<file path="config.mk">
export PLATFORM = sky130hd
export DESIGN_NAME = sdm_device_flat
export DESIGN_NICKNAME = d
export VERILOG_FILES = /design/src/hdl/sdm_pkg.sv /design/src/hdl/sdm_link_if.sv /design/src/hdl/sdm_device.sv /design/src/flat_wrapper.sv
export SDC_FILE = /design/constraint.sdc
export NUM_CORES = 1
export LEC_CHECK = 0
export ABC_AREA = 1
export BUFFER_PORTS_ARGS = -buffer_cell sky130_fd_sc_hd__buf_2
export CAP_MARGIN = 15
export CELL_PAD_IN_SITES_DETAIL_PLACEMENT = 2
export CELL_PAD_IN_SITES_GLOBAL_PLACEMENT = 2
export CORE_ASPECT_RATIO = 1.25
export CORE_MARGIN = 5
export CORE_UTILIZATION = 31
export DETAILED_ROUTE_END_ITERATION = 7
export GPL_TIMING_DRIVEN = 0
export PLACE_DENSITY = 0.77
export SLEW_MARGIN = 20
export SYNTH_ARGS = -nofsm -noshare
export SYNTH_HDL_FRONTEND = slang
export SYNTH_SLANG_ARGS = --single-unit
</file>
<file path="constraint.sdc">
create_clock -name hclk -period 2.2 [get_ports hclk]
set_clock_uncertainty 0.2 [all_clocks]
set_input_delay 0.11 -clock hclk [delete_from_list [all_inputs] [get_ports hclk]]
set_output_delay 0.11 -clock hclk [all_outputs]
set_load 0.05 [all_outputs]
</file>
<file path="src/hdl/sdm_pkg.sv">
// Shared constants for the mode register block and its controller.
// Assumes one 100 MHz clock shared by both ends.
package sdm_pkg;
   localparam int COL_W = 10;
   localparam logic [7:0] MA_BURST = 8'h01;
   localparam logic [7:0] MA_LAT = 8'h02;
   localparam logic [7:0] MA_DRIVE = 8'h03;
   localparam logic [7:0] MA_TEMP = 8'h04;
   localparam logic [2:0] BL_4 = 3'h2;
   localparam logic [2:0] BL_8 = 3'h3;
   localparam logic [2:0] BL_16 = 3'h4;
   localparam logic [7:0] BURST_RST = 8'h22;
   localparam logic [3:0] LAT_RST = 4'h1;
   localparam logic [3:0] DRIVE_RST = 4'h2;
   localparam logic [2:0] RATE_RST = 3'h3;
   localparam logic [2:0] RATE_RSVD = 3'h4;
   localparam logic [2:0] RATE_DERATE = 3'h6;
   localparam int FLAG_BIT = 7;
   localparam logic [7:0] LOW_MASK = 8'h0f;
   // Columns where a no-wrap burst would cross a boundary
   localparam logic [8:0] NW_BAD_COL = 9'h1fe;
   // Software register byte offsets
   localparam logic [7:0] OFS_MRW = 8'h00;
   localparam logic [7:0] OFS_MRR = 8'h04;
   localparam logic [7:0] OFS_BURST = 8'h08;
   localparam logic [7:0] OFS_STATUS = 8'h0c;
   localparam int ST_BUSY = 0;
   localparam int ST_ERR = 1;
   localparam int ST_DERATE = 2;
   localparam int ST_RVALID = 3;
   localparam int BURST_WR_BIT = 16;
   // Derating time and its cycle count, rounded up
   localparam real DERATE_NS = 1.875;
   localparam real CLK_NS = 10.0;
   localparam int DERATE_CYC_I = int'((DERATE_NS + CLK_NS - 0.001) / CLK_NS);
   localparam logic [3:0] DERATE_CYC = 4'(DERATE_CYC_I < 1 ? 1 : DERATE_CYC_I);
endpackage

</file>
<file path="src/hdl/sdm_link_if.sv">
// Link between the memory controller and the mode register logic.
// Both ends run on the same clock; strobes are one-cycle pulses.
`timescale 1ns/1ps
interface sdm_link_if;
   import sdm_pkg::*;
   logic mr_wr;
   logic mr_rd;
   logic [7:0] mr_addr;
   logic [7:0] mr_wdata;
   logic [7:0] mr_rdata;
   logic mr_rvalid;
   logic burst_start;
   logic burst_write;
   logic [COL_W-1:1] burst_col;
   logic beat_valid;
   logic beat_last;
   logic beat_write;
   logic [COL_W-1:0] beat_col;
   modport device (
      input mr_wr, mr_rd, mr_addr, mr_wdata, burst_start, burst_write,
      burst_col,
      output mr_rdata, mr_rvalid, beat_valid, beat_last, beat_write, beat_col
   );
   modport ctrl (
      output mr_wr, mr_rd, mr_addr, mr_wdata, burst_start, burst_write,
      burst_col,
      input mr_rdata, mr_rvalid, beat_valid, beat_last, beat_write, beat_col
   );
endinterface

</file>
<file path="src/hdl/sdm_device.sv">
// Mode register logic of the memory: burst order, latency, drive, temp.
// Assumes the controller keeps its side of the link rules.
`timescale 1ns/1ps
module sdm_device
   import sdm_pkg::*;
(
   input wire logic hclk,
   input wire logic hresetn,
   sdm_link_if.device lnk,
   input wire logic [2:0] temp_rate_in,
   output logic [3:0] read_latency,
   output logic [2:0] write_latency,
   output logic [3:0] drive_strength_code
);
   // Latency decode: {legal, read latency, write latency}
   function automatic logic [7:0] lat_dec(input logic [3:0] c);
      case (c)
         4'h1: lat_dec = 8'h99;
         4'h2: lat_dec = 8'ha2;
         4'h3: lat_dec = 8'hb2;
         4'h4: lat_dec = 8'hc3;
         4'h5: lat_dec = 8'hd4;
         4'h6: lat_dec = 8'he4;
         default: lat_dec = 8'h00;
      endcase
   endfunction

   logic [2:0] burst_length_ff;
   logic burst_type_ff;
   logic wrap_control_ff;
   logic [7:0] burst_reg_ff;
   logic [3:0] lat_code_ff;
   logic [3:0] read_latency_ff;
   logic [2:0] write_latency_ff;
   logic [3:0] drive_ff;
   logic [2:0] rate_s1_ff;
   logic [2:0] rate_s2_ff;
   logic [2:0] rate_ff;
   logic flag_ff;
   logic [7:0] rdata_ff;
   logic rvalid_ff;
   logic run_ff;
   logic [3:0] idx_ff;
   logic [3:0] mask_ff;
   logic mode_int_ff;
   logic mode_nw_ff;
   logic [COL_W-1:0] start_ff;
   logic beat_valid_ff;
   logic beat_last_ff;
   logic beat_write_ff;
   logic [COL_W-1:0] beat_col_ff;
   logic [COL_W-1:0] start_col;
   logic [3:0] len_mask;
   logic [3:0] cur_idx;
   logic [COL_W-1:0] cur_start;
   logic [3:0] cur_mask;
   logic cur_int;
   logic cur_nw;
   logic [COL_W-1:0] lo_mask;
   logic [COL_W-1:0] wide_idx;
   logic [COL_W-1:0] nxt_col;
   logic [7:0] lat_word;
   logic [7:0] lat_new;
   logic wr_burst;
   logic wr_lat;
   logic wr_drive;
   logic rd_temp;
   logic rate_chg;
   logic [3:0] wd_low;

   assign start_col = {lnk.burst_col, 1'b0};
   // Mask of column bits that wrap for the programmed length
   assign len_mask = (burst_length_ff == BL_16) ? 4'hf :
                     (burst_length_ff == BL_8) ? 4'h7 : 4'h3;
   assign cur_idx = lnk.burst_start ? 4'h0 : idx_ff;
   assign cur_start = lnk.burst_start ? start_col : start_ff;
   assign cur_mask = lnk.burst_start ? len_mask : mask_ff;
   assign cur_int = lnk.burst_start ?
                    (burst_type_ff && burst_length_ff == BL_8) : mode_int_ff;
   assign cur_nw = lnk.burst_start ?
                   (wrap_control_ff && burst_length_ff == BL_4) : mode_nw_ff;
   assign lo_mask = {{(COL_W-4){1'b0}}, cur_mask};
   assign wide_idx = {{(COL_W-4){1'b0}}, cur_idx};
   // Only length eight interleaves; sixteen and four run sequential
   assign nxt_col = cur_nw ? COL_W'(cur_start + wide_idx) :
                    cur_int ? ((cur_start & ~lo_mask) |
                               ((cur_start ^ wide_idx) & lo_mask)) :
                    ((cur_start & ~lo_mask) |
                     (COL_W'(cur_start + wide_idx) & lo_mask));

   assign wr_burst = lnk.mr_wr && lnk.mr_addr == MA_BURST;
   assign wr_lat = lnk.mr_wr && lnk.mr_addr == MA_LAT;
   // Only 01 to 03 decode as writes, so the status register is untouched
   assign wr_drive = lnk.mr_wr && lnk.mr_addr == MA_DRIVE;
   assign rd_temp = lnk.mr_rd && lnk.mr_addr == MA_TEMP;
   assign wd_low = lnk.mr_wdata[3:0];
   assign lat_new = lat_dec(wd_low);
   assign lat_word = lat_dec(lat_code_ff);
   // A sensor reading of the reserved code is not taken
   assign rate_chg = rate_s2_ff != rate_ff && rate_s2_ff != RATE_RSVD;

   // Burst feature register; no-wrap takes effect only with length four
   always_ff @(posedge hclk or negedge hresetn)
   begin
      if (!hresetn)
         burst_reg_ff <= BURST_RST;
      else if (wr_burst)
         burst_reg_ff <= lnk.mr_wdata;
   end
   assign burst_length_ff = burst_reg_ff[2:0];
   assign burst_type_ff = burst_reg_ff[3];
   assign wrap_control_ff = burst_reg_ff[4];

   // Reserved latency and drive codes leave the setting unchanged
   always_ff @(posedge hclk or negedge hresetn)
   begin
      if (!hresetn)
      begin
         lat_code_ff <= LAT_RST;
         drive_ff <= DRIVE_RST;
      end
      else
      begin
         if (wr_lat && lat_new[7])
            lat_code_ff <= wd_low;
         if (wr_drive && wd_low != 4'h0 && wd_low != 4'h5 && !wd_low[3])
            drive_ff <= wd_low;
      end
   end

   always_ff @(posedge hclk or negedge hresetn)
   begin
      if (!hresetn)
      begin
         read_latency_ff <= 4'h3;
         write_latency_ff <= 3'h1;
      end
      else
      begin
         read_latency_ff <= lat_word[7] ? {1'b0, lat_word[6:4]} + 4'h2 :
                            4'h3;
         write_latency_ff <= lat_word[2:0];
      end
   end

   // Sensor code crosses in through two flops
   always_ff @(posedge hclk or negedge hresetn)
   begin
      if (!hresetn)
      begin
         rate_s1_ff <= RATE_RST;
         rate_s2_ff <= RATE_RST;
         rate_ff <= RATE_RST;
      end
      else
      begin
         rate_s1_ff <= temp_rate_in;
         rate_s2_ff <= rate_s1_ff;
         if (rate_chg)
            rate_ff <= rate_s2_ff;
      end
   end

   // Set beats clear so a change during the read is not lost
   always_ff @(posedge hclk or negedge hresetn)
   begin
      if (!hresetn)
         flag_ff <= 1'b0;
      else if (rate_chg)
         flag_ff <= 1'b1;
      else if (rd_temp)
         flag_ff <= 1'b0;
   end

   // Write-only and unmapped reads answer zero
   always_ff @(posedge hclk or negedge hresetn)
   begin
      if (!hresetn)
      begin
         rdata_ff <= 8'h00;
         rvalid_ff <= 1'b0;
      end
      else
      begin
         rvalid_ff <= lnk.mr_rd;
         if (lnk.mr_rd)
            rdata_ff <= rd_temp ? {flag_ff, 4'h0, rate_ff} : 8'h00;
      end
   end

   // Burst sequencer; a new start mid-burst restarts with current mode
   always_ff @(posedge hclk or negedge hresetn)
   begin
      if (!hresetn)
      begin
         run_ff <= 1'b0;
         idx_ff <= 4'h0;
         mask_ff <= 4'h3;
         mode_int_ff <= 1'b0;
         mode_nw_ff <= 1'b0;
         start_ff <= '0;
         beat_valid_ff <= 1'b0;
         beat_last_ff <= 1'b0;
         beat_write_ff <= 1'b0;
         beat_col_ff <= '0;
      end
      else
      begin
         if (lnk.burst_start)
         begin
            start_ff <= start_col;
            mask_ff <= len_mask;
            mode_int_ff <= cur_int;
            mode_nw_ff <= cur_nw;
            beat_write_ff <= lnk.burst_write;
         end
         beat_valid_ff <= lnk.burst_start || run_ff;
         beat_col_ff <= nxt_col;
         beat_last_ff <= (lnk.burst_start || run_ff) && cur_idx == cur_mask;
         run_ff <= (lnk.burst_start || run_ff) && cur_idx != cur_mask;
         idx_ff <= cur_idx + 4'h1;
      end
   end

   assign lnk.mr_rdata = rdata_ff;
   assign lnk.mr_rvalid = rvalid_ff;
   assign lnk.beat_valid = beat_valid_ff;
   assign lnk.beat_last = beat_last_ff;
   assign lnk.beat_write = beat_write_ff;
   assign lnk.beat_col = beat_col_ff;
   assign read_latency = read_latency_ff;
   assign write_latency = write_latency_ff;
   assign drive_strength_code = drive_ff;
endmodule

</file>
<file path="src/flat_wrapper.sv">
// flat-port wrapper written by rule: the top's interface ports become plain ports
module sdm_device_flat import sdm_pkg::*;
  (hclk, hresetn, temp_rate_in, read_latency, write_latency, drive_strength_code, lnk_mr_wr, lnk_mr_rd, lnk_mr_addr, lnk_mr_wdata, lnk_burst_start, lnk_burst_write, lnk_burst_col, lnk_mr_rdata, lnk_mr_rvalid, lnk_beat_valid, lnk_beat_last, lnk_beat_write, lnk_beat_col);
  sdm_link_if lnk_i ();
  input wire logic hclk;
  input wire logic hresetn;
  input wire logic [2:0] temp_rate_in;
  output logic [3:0] read_latency;
  output logic [2:0] write_latency;
  output logic [3:0] drive_strength_code;
  input wire logic [$bits(lnk_i.mr_wr)-1:0] lnk_mr_wr;
  input wire logic [$bits(lnk_i.mr_rd)-1:0] lnk_mr_rd;
  input wire logic [$bits(lnk_i.mr_addr)-1:0] lnk_mr_addr;
  input wire logic [$bits(lnk_i.mr_wdata)-1:0] lnk_mr_wdata;
  input wire logic [$bits(lnk_i.burst_start)-1:0] lnk_burst_start;
  input wire logic [$bits(lnk_i.burst_write)-1:0] lnk_burst_write;
  input wire logic [$bits(lnk_i.burst_col)-1:0] lnk_burst_col;
  output wire logic [$bits(lnk_i.mr_rdata)-1:0] lnk_mr_rdata;
  output wire logic [$bits(lnk_i.mr_rvalid)-1:0] lnk_mr_rvalid;
  output wire logic [$bits(lnk_i.beat_valid)-1:0] lnk_beat_valid;
  output wire logic [$bits(lnk_i.beat_last)-1:0] lnk_beat_last;
  output wire logic [$bits(lnk_i.beat_write)-1:0] lnk_beat_write;
  output wire logic [$bits(lnk_i.beat_col)-1:0] lnk_beat_col;
  assign lnk_i.mr_wr = lnk_mr_wr;
  assign lnk_i.mr_rd = lnk_mr_rd;
  assign lnk_i.mr_addr = lnk_mr_addr;
  assign lnk_i.mr_wdata = lnk_mr_wdata;
  assign lnk_i.burst_start = lnk_burst_start;
  assign lnk_i.burst_write = lnk_burst_write;
  assign lnk_i.burst_col = lnk_burst_col;
  assign lnk_mr_rdata = lnk_i.mr_rdata;
  assign lnk_mr_rvalid = lnk_i.mr_rvalid;
  assign lnk_beat_valid = lnk_i.beat_valid;
  assign lnk_beat_last = lnk_i.beat_last;
  assign lnk_beat_write = lnk_i.beat_write;
  assign lnk_beat_col = lnk_i.beat_col;
  sdm_device u_core (.hclk(hclk), .hresetn(hresetn), .lnk(lnk_i), .temp_rate_in(temp_rate_in), .read_latency(read_latency), .write_latency(write_latency), .drive_strength_code(drive_strength_code));
endmodule
</file>
==> results of run 1 <==
==> cell type report <==
type                            instances  area, um2
Sequential cell                        69       1740
Clock inverter                          6       86.3
Inverter                               60        225
Timing Repair Buffer                   89        611
Clock buffer                           10        239
Buffer                                  7       72.6
Fill cell                            1104       5720
Tap cell                              129        161
Multi-Input combinational cell        226       1240
==> per-stage QoR <==
step                hold slack (ns)  instances   util
detailed placement           -0.201        551  0.366
global route                 0.0519        596  0.434
CTS                         0.00812        594  0.426
global placement             0.0152        550  0.363
finish                       0.0317        596  0.434
floorplan                    -0.386        362      -
==> metal layers <==
layer | GRT usage | wire (um)
met4 | 0.0623 | 143
met2 | 0.313 | 5320
met5 | 0 | 0
met3 | 0.0314 | 441
met1 | 0.175 | 3700
==> critical path, stage by stage <==
cell and delay (ns):
dlygate4sd3_1 0.53, buf_2 0.12, nand2_1 0.04, dlygate4sd3_1 0.54
nor4_1 0.50, inv_1 0.13, o21ai_0 0.17
==> state kept, by name, indices dropped and copies added, names as in the netlist, 3 cells and up <==
signal	cells
u_core.idx_ff	4
u_core.start_ff	10
u_core.mask_ff	4
u_core.lnk.mr_rdata	4
u_core.rate_ff	3
u_core.rate_s1_ff	3
u_core.rate_s2_ff	3
u_core.burst_reg_ff	5
u_core.lat_code_ff	4
u_core.read_latency	4
u_core.write_latency	3
u_core.lnk.beat_col	10
u_core.drive_strength_code	4
==> power by group through the flow <==
stage	Combinational, mW	Clock [mW]	Sequential (mW)
2_1_floorplan	0.206	0	1.50
3_3_place_gp	0.445	0	1.40
5_1_grt	0.589	1.67	1.39
3_5_place_dp	0.469	0	1.40
4_1_cts	0.515	1.61	1.38
6_report	0.537	1.56	1.38
==> Yosys cell counts, drive strengths merged <==
library cell | number | area share
nand2 | 97 | 0.12
inv | 60 | 0.070
dfrtp | 55 | 0.43
nor2 | 29 | 0.036
o21ai | 29 | 0.051
nand3 | 16 | 0.025
dfstp | 14 | 0.11
a21oi | 9 | 0.018
buf | 7 | 0.023
nand4 | 6 | 0.016
nor3 | 6 | 0.0094
ha | 5 | 0.020
or2 | 4 | 0.0078
xor2 | 4 | 0.011
nor4 | 3 | 0.0059
a211oi | 2 | 0.0047
a31oi | 2 | 0.0039
o2111ai | 2 | 0.0055
o22ai | 2 | 0.0059
a22o | 1 | 0.0027
a22oi | 1 | 0.0023
a31o | 1 | 0.0027
conb | 1 | 0.0012
mux2 | 1 | 0.0035
o21bai | 1 | 0.0023
xnor2 | 1 | 0.0027
==> worst max-delay path by stage <==
stage / start / endpoint / slack [ns] / cells after the start
after detailed placement: lnk_burst_start / u_core.lnk.beat_col[8] / -0.27 / 12
after floorplan: lnk_burst_start / u_core.lnk.beat_col[6] / 0.28 / 12
final: lnk_mr_addr[2] / u_core.lnk.mr_rdata[2] / 0.11 / 7
after global routing: u_core.idx_ff[1] / u_core.lnk.beat_col[8] / -0.02 / 13
after global placement: lnk_burst_start / u_core.lnk.beat_col[8] / -0.18 / 13
after CTS: u_core.idx_ff[1] / u_core.lnk.beat_col[8] / 0.02 / 13
==> repair_timing <==
action	4_1_cts	5_1_grt
buffers inserted	2	2
hold endpoints to repair	86	0
gates resized for setup	4	17
hold buffers	25	0
endpoints found under the setup margin	3	8
pin swaps	2	3
==> logic make-up (layout without fill, tap and decap cells) <==
| group | after synthesis | in the layout |
|---|---|---|
| AOI/OAI and AO/OA | 50 | 50 |
| xor gates and xnor gates | 5 | 5 |
| adders and majority gates | 5 | 5 |
| buffers and inverters | 67 | 172 |
| DFF | 69 | 69 |
| muxes | 1 | 1 |
| other | 1 | 4 |
| and+or+nand+nor | 161 | 161 |
==> impl_metrics.csv, run 1 <==
group,metric,value,unit
status,outcome,"complete, no violations",
layout,finalNetCount,501,
pwr,p_seq_frac,0.397,
layout,antenna_cells,0,
timing,max_freq,478,MHz
drt,viasPerCell,4.69,
pwr,power,3.48,mW
pwr,power.switching,0.935,mW
logic_synthesis,syn_area_per_cell,8.91,um2
placed_design,pre_cts_ws,-0.267,ns
logic_synthesis,synthAdderAreaFrac,0.0196,
logic_synthesis,synth_compound_area_frac,0.0989,
timing,fin_crit,2.09,ns
floorplan,die_area,12500,um2
placed_design,gp_congestion,0.797,
clocking,cts_root_buf,"clkbuf_16",
timing,setup_viol,0,
layout,drive_gt1_frac,0.302,
layout,final_cell_mix,"nand2_1 (80), buf_2 (57), inv_1 (56), dfrtp_1 (55), nor2_1 (25)",
pwr,clockPowerShare,0.449,
worst_setup_path,crit_arrival,2.14,ns
global_route,grt_usage,0.164,
clocking,clk_pin_slew,0.06,ns
logic_synthesis,synth_simple_gate_area_share,0.225,
floorplan,die_x,101,um
worst_setup_path,worstRegToRegCells,13,
timing,final_hold_viol_count,0,
clocking,clock-sinks,69,
drt,wl_per_cell,16.1,um
pwr,comb_power_share,0.154,
drt,num_vias,2797,
floorplan,dieHeight,124,um
worst_setup_path,reg2reg_slack,0.15,ns
pwr,power_switching_share,0.268,
clocking,cts_buffer_depth,2,
global_route,grt_max_degree,56,
timing,slew_viol_final,0,
logic_synthesis,ys_seq_area_frac,0.545,
logic_synthesis,synth_top_family_by_area,"simple AND/OR/NAND/NOR gates",
floorplan,core,10100,um2
global_route,grt_pass1_vias,3228,
timing,setup_ws,0.107,ns
layout,fin_area,4380,um2
layout,syn2layout_area_growth,37.0,%
placed_design,port_buffers,59,
clocking,cts_buffers,9,
worst_setup_path,cp-end-kind,"flop",
worst_setup_path,timing.rr.start,"u_core.idx_ff[1]",
clocking,clk_latency,0.33,ns
worst_setup_path,required,2.25,ns
logic_synthesis,synth_xor_area_frac,0.0137,
timing,tightest_slew,0.612,ns
floorplan,start_util,0.317,
timing,relSlewSlack,0.590,
placed_design,place_area,3700,um2
drt,drt_pre_antenna_iters,4,
logic_synthesis,ys_types,39,
pwr,power.density,795,nW/um2
layout,final_common_cell,"nand2_1",
drt,ant_nets,0,
logic_synthesis,synth_seq_cells,69,
worst_setup_path,crit-reg2reg-capture,"u_core.lnk.beat_col[8]",
timing,fin_setup_tns,0,ns
worst_hold_path,hp-class,"input port to flop",
logic_synthesis,muxShareOfSynthArea,0.00352,
global_route,grt_pass1_wl,15.8,mm
worst_setup_path,startpoint_type,"input port",
pwr,internal-power,2.55,mW
worst_setup_path,critical_path_class,"input port to flop",
placed_design,hpwlAfterDp,6.74,mm
global_route,antenna_found_initial,0,
timing,period_share,0.952,
floorplan,io_pins,67,
worst_setup_path,timing.critical_path.fanout_max,3,
flow_run,cap_violations,0,
clocking,htreeDepth,3,
logic_synthesis,ys.warnings.count,0,
drt,finalWirelength,9.61,mm
logic_synthesis,syn_inst,359,
pwr,p_leak,2.21,nW
drt,initialDrtViolationCount,44,
clocking,cts_tree,"yes",
global_route,overflow,0,
drt,drc_errors,0,
floorplan,fp-row-count,41,
pwr,vdd_drop_max,443,uV
logic_synthesis,syn-cell-area,3200,um2
worst_hold_path,min_to,"u_core.flag_ff",
worst_hold_path,whs_path_depth,4,
worst_hold_path,worstHoldStart,"lnk_mr_addr[0]",
No activity file was read; power rests on OpenSTA's default activity.
==> run 2, diff against run 1 <==
- ABC_AREA: 1 -> 0
- PLACE_DENSITY: 0.77 -> 0.73
==> impl_metrics.csv, run 2 <==
group,metric,value,unit
status,outcome,"complete, no violations",
global_route,grt_pass1_vias,2746,
logic_synthesis,synthTopCellsByArea,"dfrtp_1 (45%), dfstp_2 (12%), mux2_2 (6.2%)",
logic_synthesis,ys_types,47,
pwr,p_leak,1.89,nW
drt,ant_nets,0,
global_route,antenna_found_initial,0,
layout,finalNetCount,405,
global_route,grt_usage,0.142,
clocking,clk_pin_slew,0.05,ns
timing,setup_ws,0.0765,ns
logic_synthesis,ys_seq_area_frac,0.565,
floorplan,dieHeight,122,um
timing,max_freq,471,MHz
logic_synthesis,synthTopCellsByCount,"dfrtp_1 (55), inv_1 (20), o21ai_0 (19)",
worst_setup_path,startpoint_type,"input port",
drt,num_vias,2362,
layout,final_cell_mix,"buf_2 (57), dfrtp_1 (55), dlygate4sd3_1 (21), inv_1 (20), nand2_1 (18)",
logic_synthesis,synthAdderAreaFrac,0.0203,
drt,finalWirelength,7.77,mm
worst_hold_path,whs_path_depth,5,
logic_synthesis,synth_top_family_by_area,"simple AND/OR/NAND/NOR gates",
floorplan,core,9660,um2
drt,drc_errors,0,
clocking,htreeDepth,3,
drt,wl_per_cell,15.6,um
floorplan,start_util,0.320,
worst_setup_path,timing.rr.start,"u_core.burst_reg_ff[1]",
logic_synthesis,yosysTopAreaCell,"dfrtp_1",
timing,rsz0062_at_grt,"no",
drt,viasPerCell,4.75,
clocking,cts_root_buf,"clkbuf_16",
timing,period_share,0.965,
global_route,overflow,0,
layout,antenna_cells,0,
logic_synthesis,synth-edff-count,0,
worst_hold_path,worstHoldStart,"lnk_mr_addr[2]",
logic_synthesis,synth_async_sr_flop_share,1.00,
timing,final_hold_viol_count,0,
clocking,cts_buffers,9,
clocking,cts_setup_buffers,0,
pwr,power,3.22,mW
logic_synthesis,synth_seq_cells,69,
logic_synthesis,synth.most_common_cell,"dfrtp_1",
logic_synthesis,muxShareOfSynthArea,0.0750,
logic_synthesis,ys.flop_type,"dfrtp_1",
worst_setup_path,reg2reg_slack,0.14,ns
timing,relSlewSlack,0.650,
global_route,grt_max_degree,44,
flow_run,cap_violations,0,
worst_hold_path,hp-class,"input port to flop",
worst_setup_path,timing.critical_path.fanout_max,6,
timing,slew_viol_final,0,
clocking,cts_buffer_depth,2,
placed_design,port_buffers,58,
clocking,cts_tree,"yes",
worst_setup_path,required,2.21,ns
floorplan,die_x,99.3,um
worst_setup_path,crit_arrival,2.13,ns
layout,syn2layout_area_growth,32.7,%
drt,drt_pre_antenna_iters,4,
floorplan,io_pins,67,
logic_synthesis,synth_simple_gate_area_share,0.144,
logic_synthesis,netlist.area_leader.share,0.446,
pwr,power.density,785,nW/um2
timing,tightest_slew,0.521,ns
worst_setup_path,crit-reg2reg-capture,"u_core.lnk.beat_col[9]",
logic_synthesis,syn_area_per_cell,11.3,um2
logic_synthesis,synth_compound_area_frac,0.101,
worst_setup_path,critical_path_class,"input port to flop",
layout,final_common_cell,"buf_2",
placed_design,gp_congestion,0.704,
timing,setup_viol,0,
layout,nFillCells,1009,
timing,fin_crit,2.12,ns
clocking,clk_latency,0.33,ns
logic_synthesis,syn-cell-area,3090,um2
logic_synthesis,syn_inst,273,
floorplan,die_area,12100,um2
placed_design,hpwlAfterDp,5.43,mm
global_route,grt_pass1_wl,13.4,mm
clocking,clock-sinks,69,
worst_setup_path,worstRegToRegCells,5,
logic_synthesis,ys.warnings.count,0,
worst_hold_path,min_to,"u_core.lnk.mr_rdata[7]",
pwr,vdd_drop_max,367,uV
placed_design,pre_cts_ws,-0.671,ns
drt,initialDrtViolationCount,42,
layout,drive_gt1_frac,0.356,
floorplan,fp-row-count,40,
logic_synthesis,synth_xor_area_frac,0.0511,
worst_setup_path,cp-end-kind,"flop",
timing,fin_setup_tns,0,ns
## run 2: changes by cell type after synthesis, sizes merged, moves of 6 or more
cell | previous run | this run
inv | 60 | 20
mux2 | 1 | 19
nand2 | 97 | 18
nand3 | 16 | 6
nand4 | 6 | 0
nor2 | 29 | 15
nor2b | 0 | 8
o21ai | 29 | 19
xnor2 | 1 | 12
## run 2: repair_timing
item | 4_1_cts | 5_1_grt
endpoints found under the setup margin | 8 | 9
endpoints found under the hold margin | 97 | 0
resized for setup | 3 | 8
cloned | 0 | 0
hold buffers | 21 | 0
pin swaps | 0 | 1
## run 2: per-layer routing
metal  track usage  routed length, um  up-vias
li1              -                  -     1114
met1         0.160               3250     1188
met2         0.253               4070       49
met3        0.0292                312       11
met4        0.0675                138        0
met5             0                  0        -
## run 2: cell families (layout without fill, tap and decap cells)
logic type / after synthesis / after routing
compound gates: 47 / 47
xor+xnor: 18 / 18
fa+ha+maj: 5 / 5
buf+inv: 31 / 126
flops: 69 / 69
mux: 20 / 20
other cells: 1 / 4
simple gates: 82 / 82
## run 2: through the flow
stage,utilization,cells,hold WS (ns),cell area (um2)
after global routing,0.424,497,0.0412,4100
after detailed placement,0.370,461,-0.147,3570
after floorplan,-,276,-0.386,3100
final,0.424,497,0.00457,4100
after CTS,0.421,498,0.00361,4070
after global placement,0.367,460,0.0183,3550
## run 2: final cells by class
| class | count | area (um2) | area share |
|---|---|---|---|
| sequential | 69 | 1740 | 0.426 |
| multi-input combinational | 176 | 1250 | 0.306 |
| timing repair buffer | 80 | 523 | 0.128 |
| clock buffer | 12 | 256 | 0.0626 |
| tap | 126 | 158 | 0.0385 |
| inverter | 20 | 75.1 | 0.0183 |
| buffer | 10 | 62.6 | 0.0153 |
| clock inverter | 4 | 22.5 | 0.00550 |
## run 2: critical path, stage by stage
cell,delay (ns)
dlygate4sd3_1,0.53
buf_2,0.20
nor3_1,0.08
or4_4,0.44
or2_4,0.25
a31o_4,0.23
mux2_4,0.29
## run 2: how the worst max path moves through the flow
stage	from	endpoint	slack [ns]	cells past startpoint
after floorplan	lnk_mr_addr[5]	u_core.drive_strength_code[2]	-0.02	5
after global placement	lnk_burst_start	u_core.lnk.beat_col[6]	-0.60	9
after detailed placement	lnk_burst_start	u_core.lnk.beat_col[6]	-0.67	9
after CTS	u_core.idx_ff[1]	u_core.lnk.beat_col[6]	0.01	9
after global routing	lnk_burst_col[1]	u_core.lnk.beat_col[3]	0.01	8
final	lnk_mr_wdata[0]	u_core.drive_strength_code[2]	0.08	7
## run 2: power breakdown
group	internal (mW)	switching (mW)	total [mW]
Clock	0.818	0.509	1.33
Sequential	1.36	0.0495	1.41
Combinational	0.172	0.312	0.484
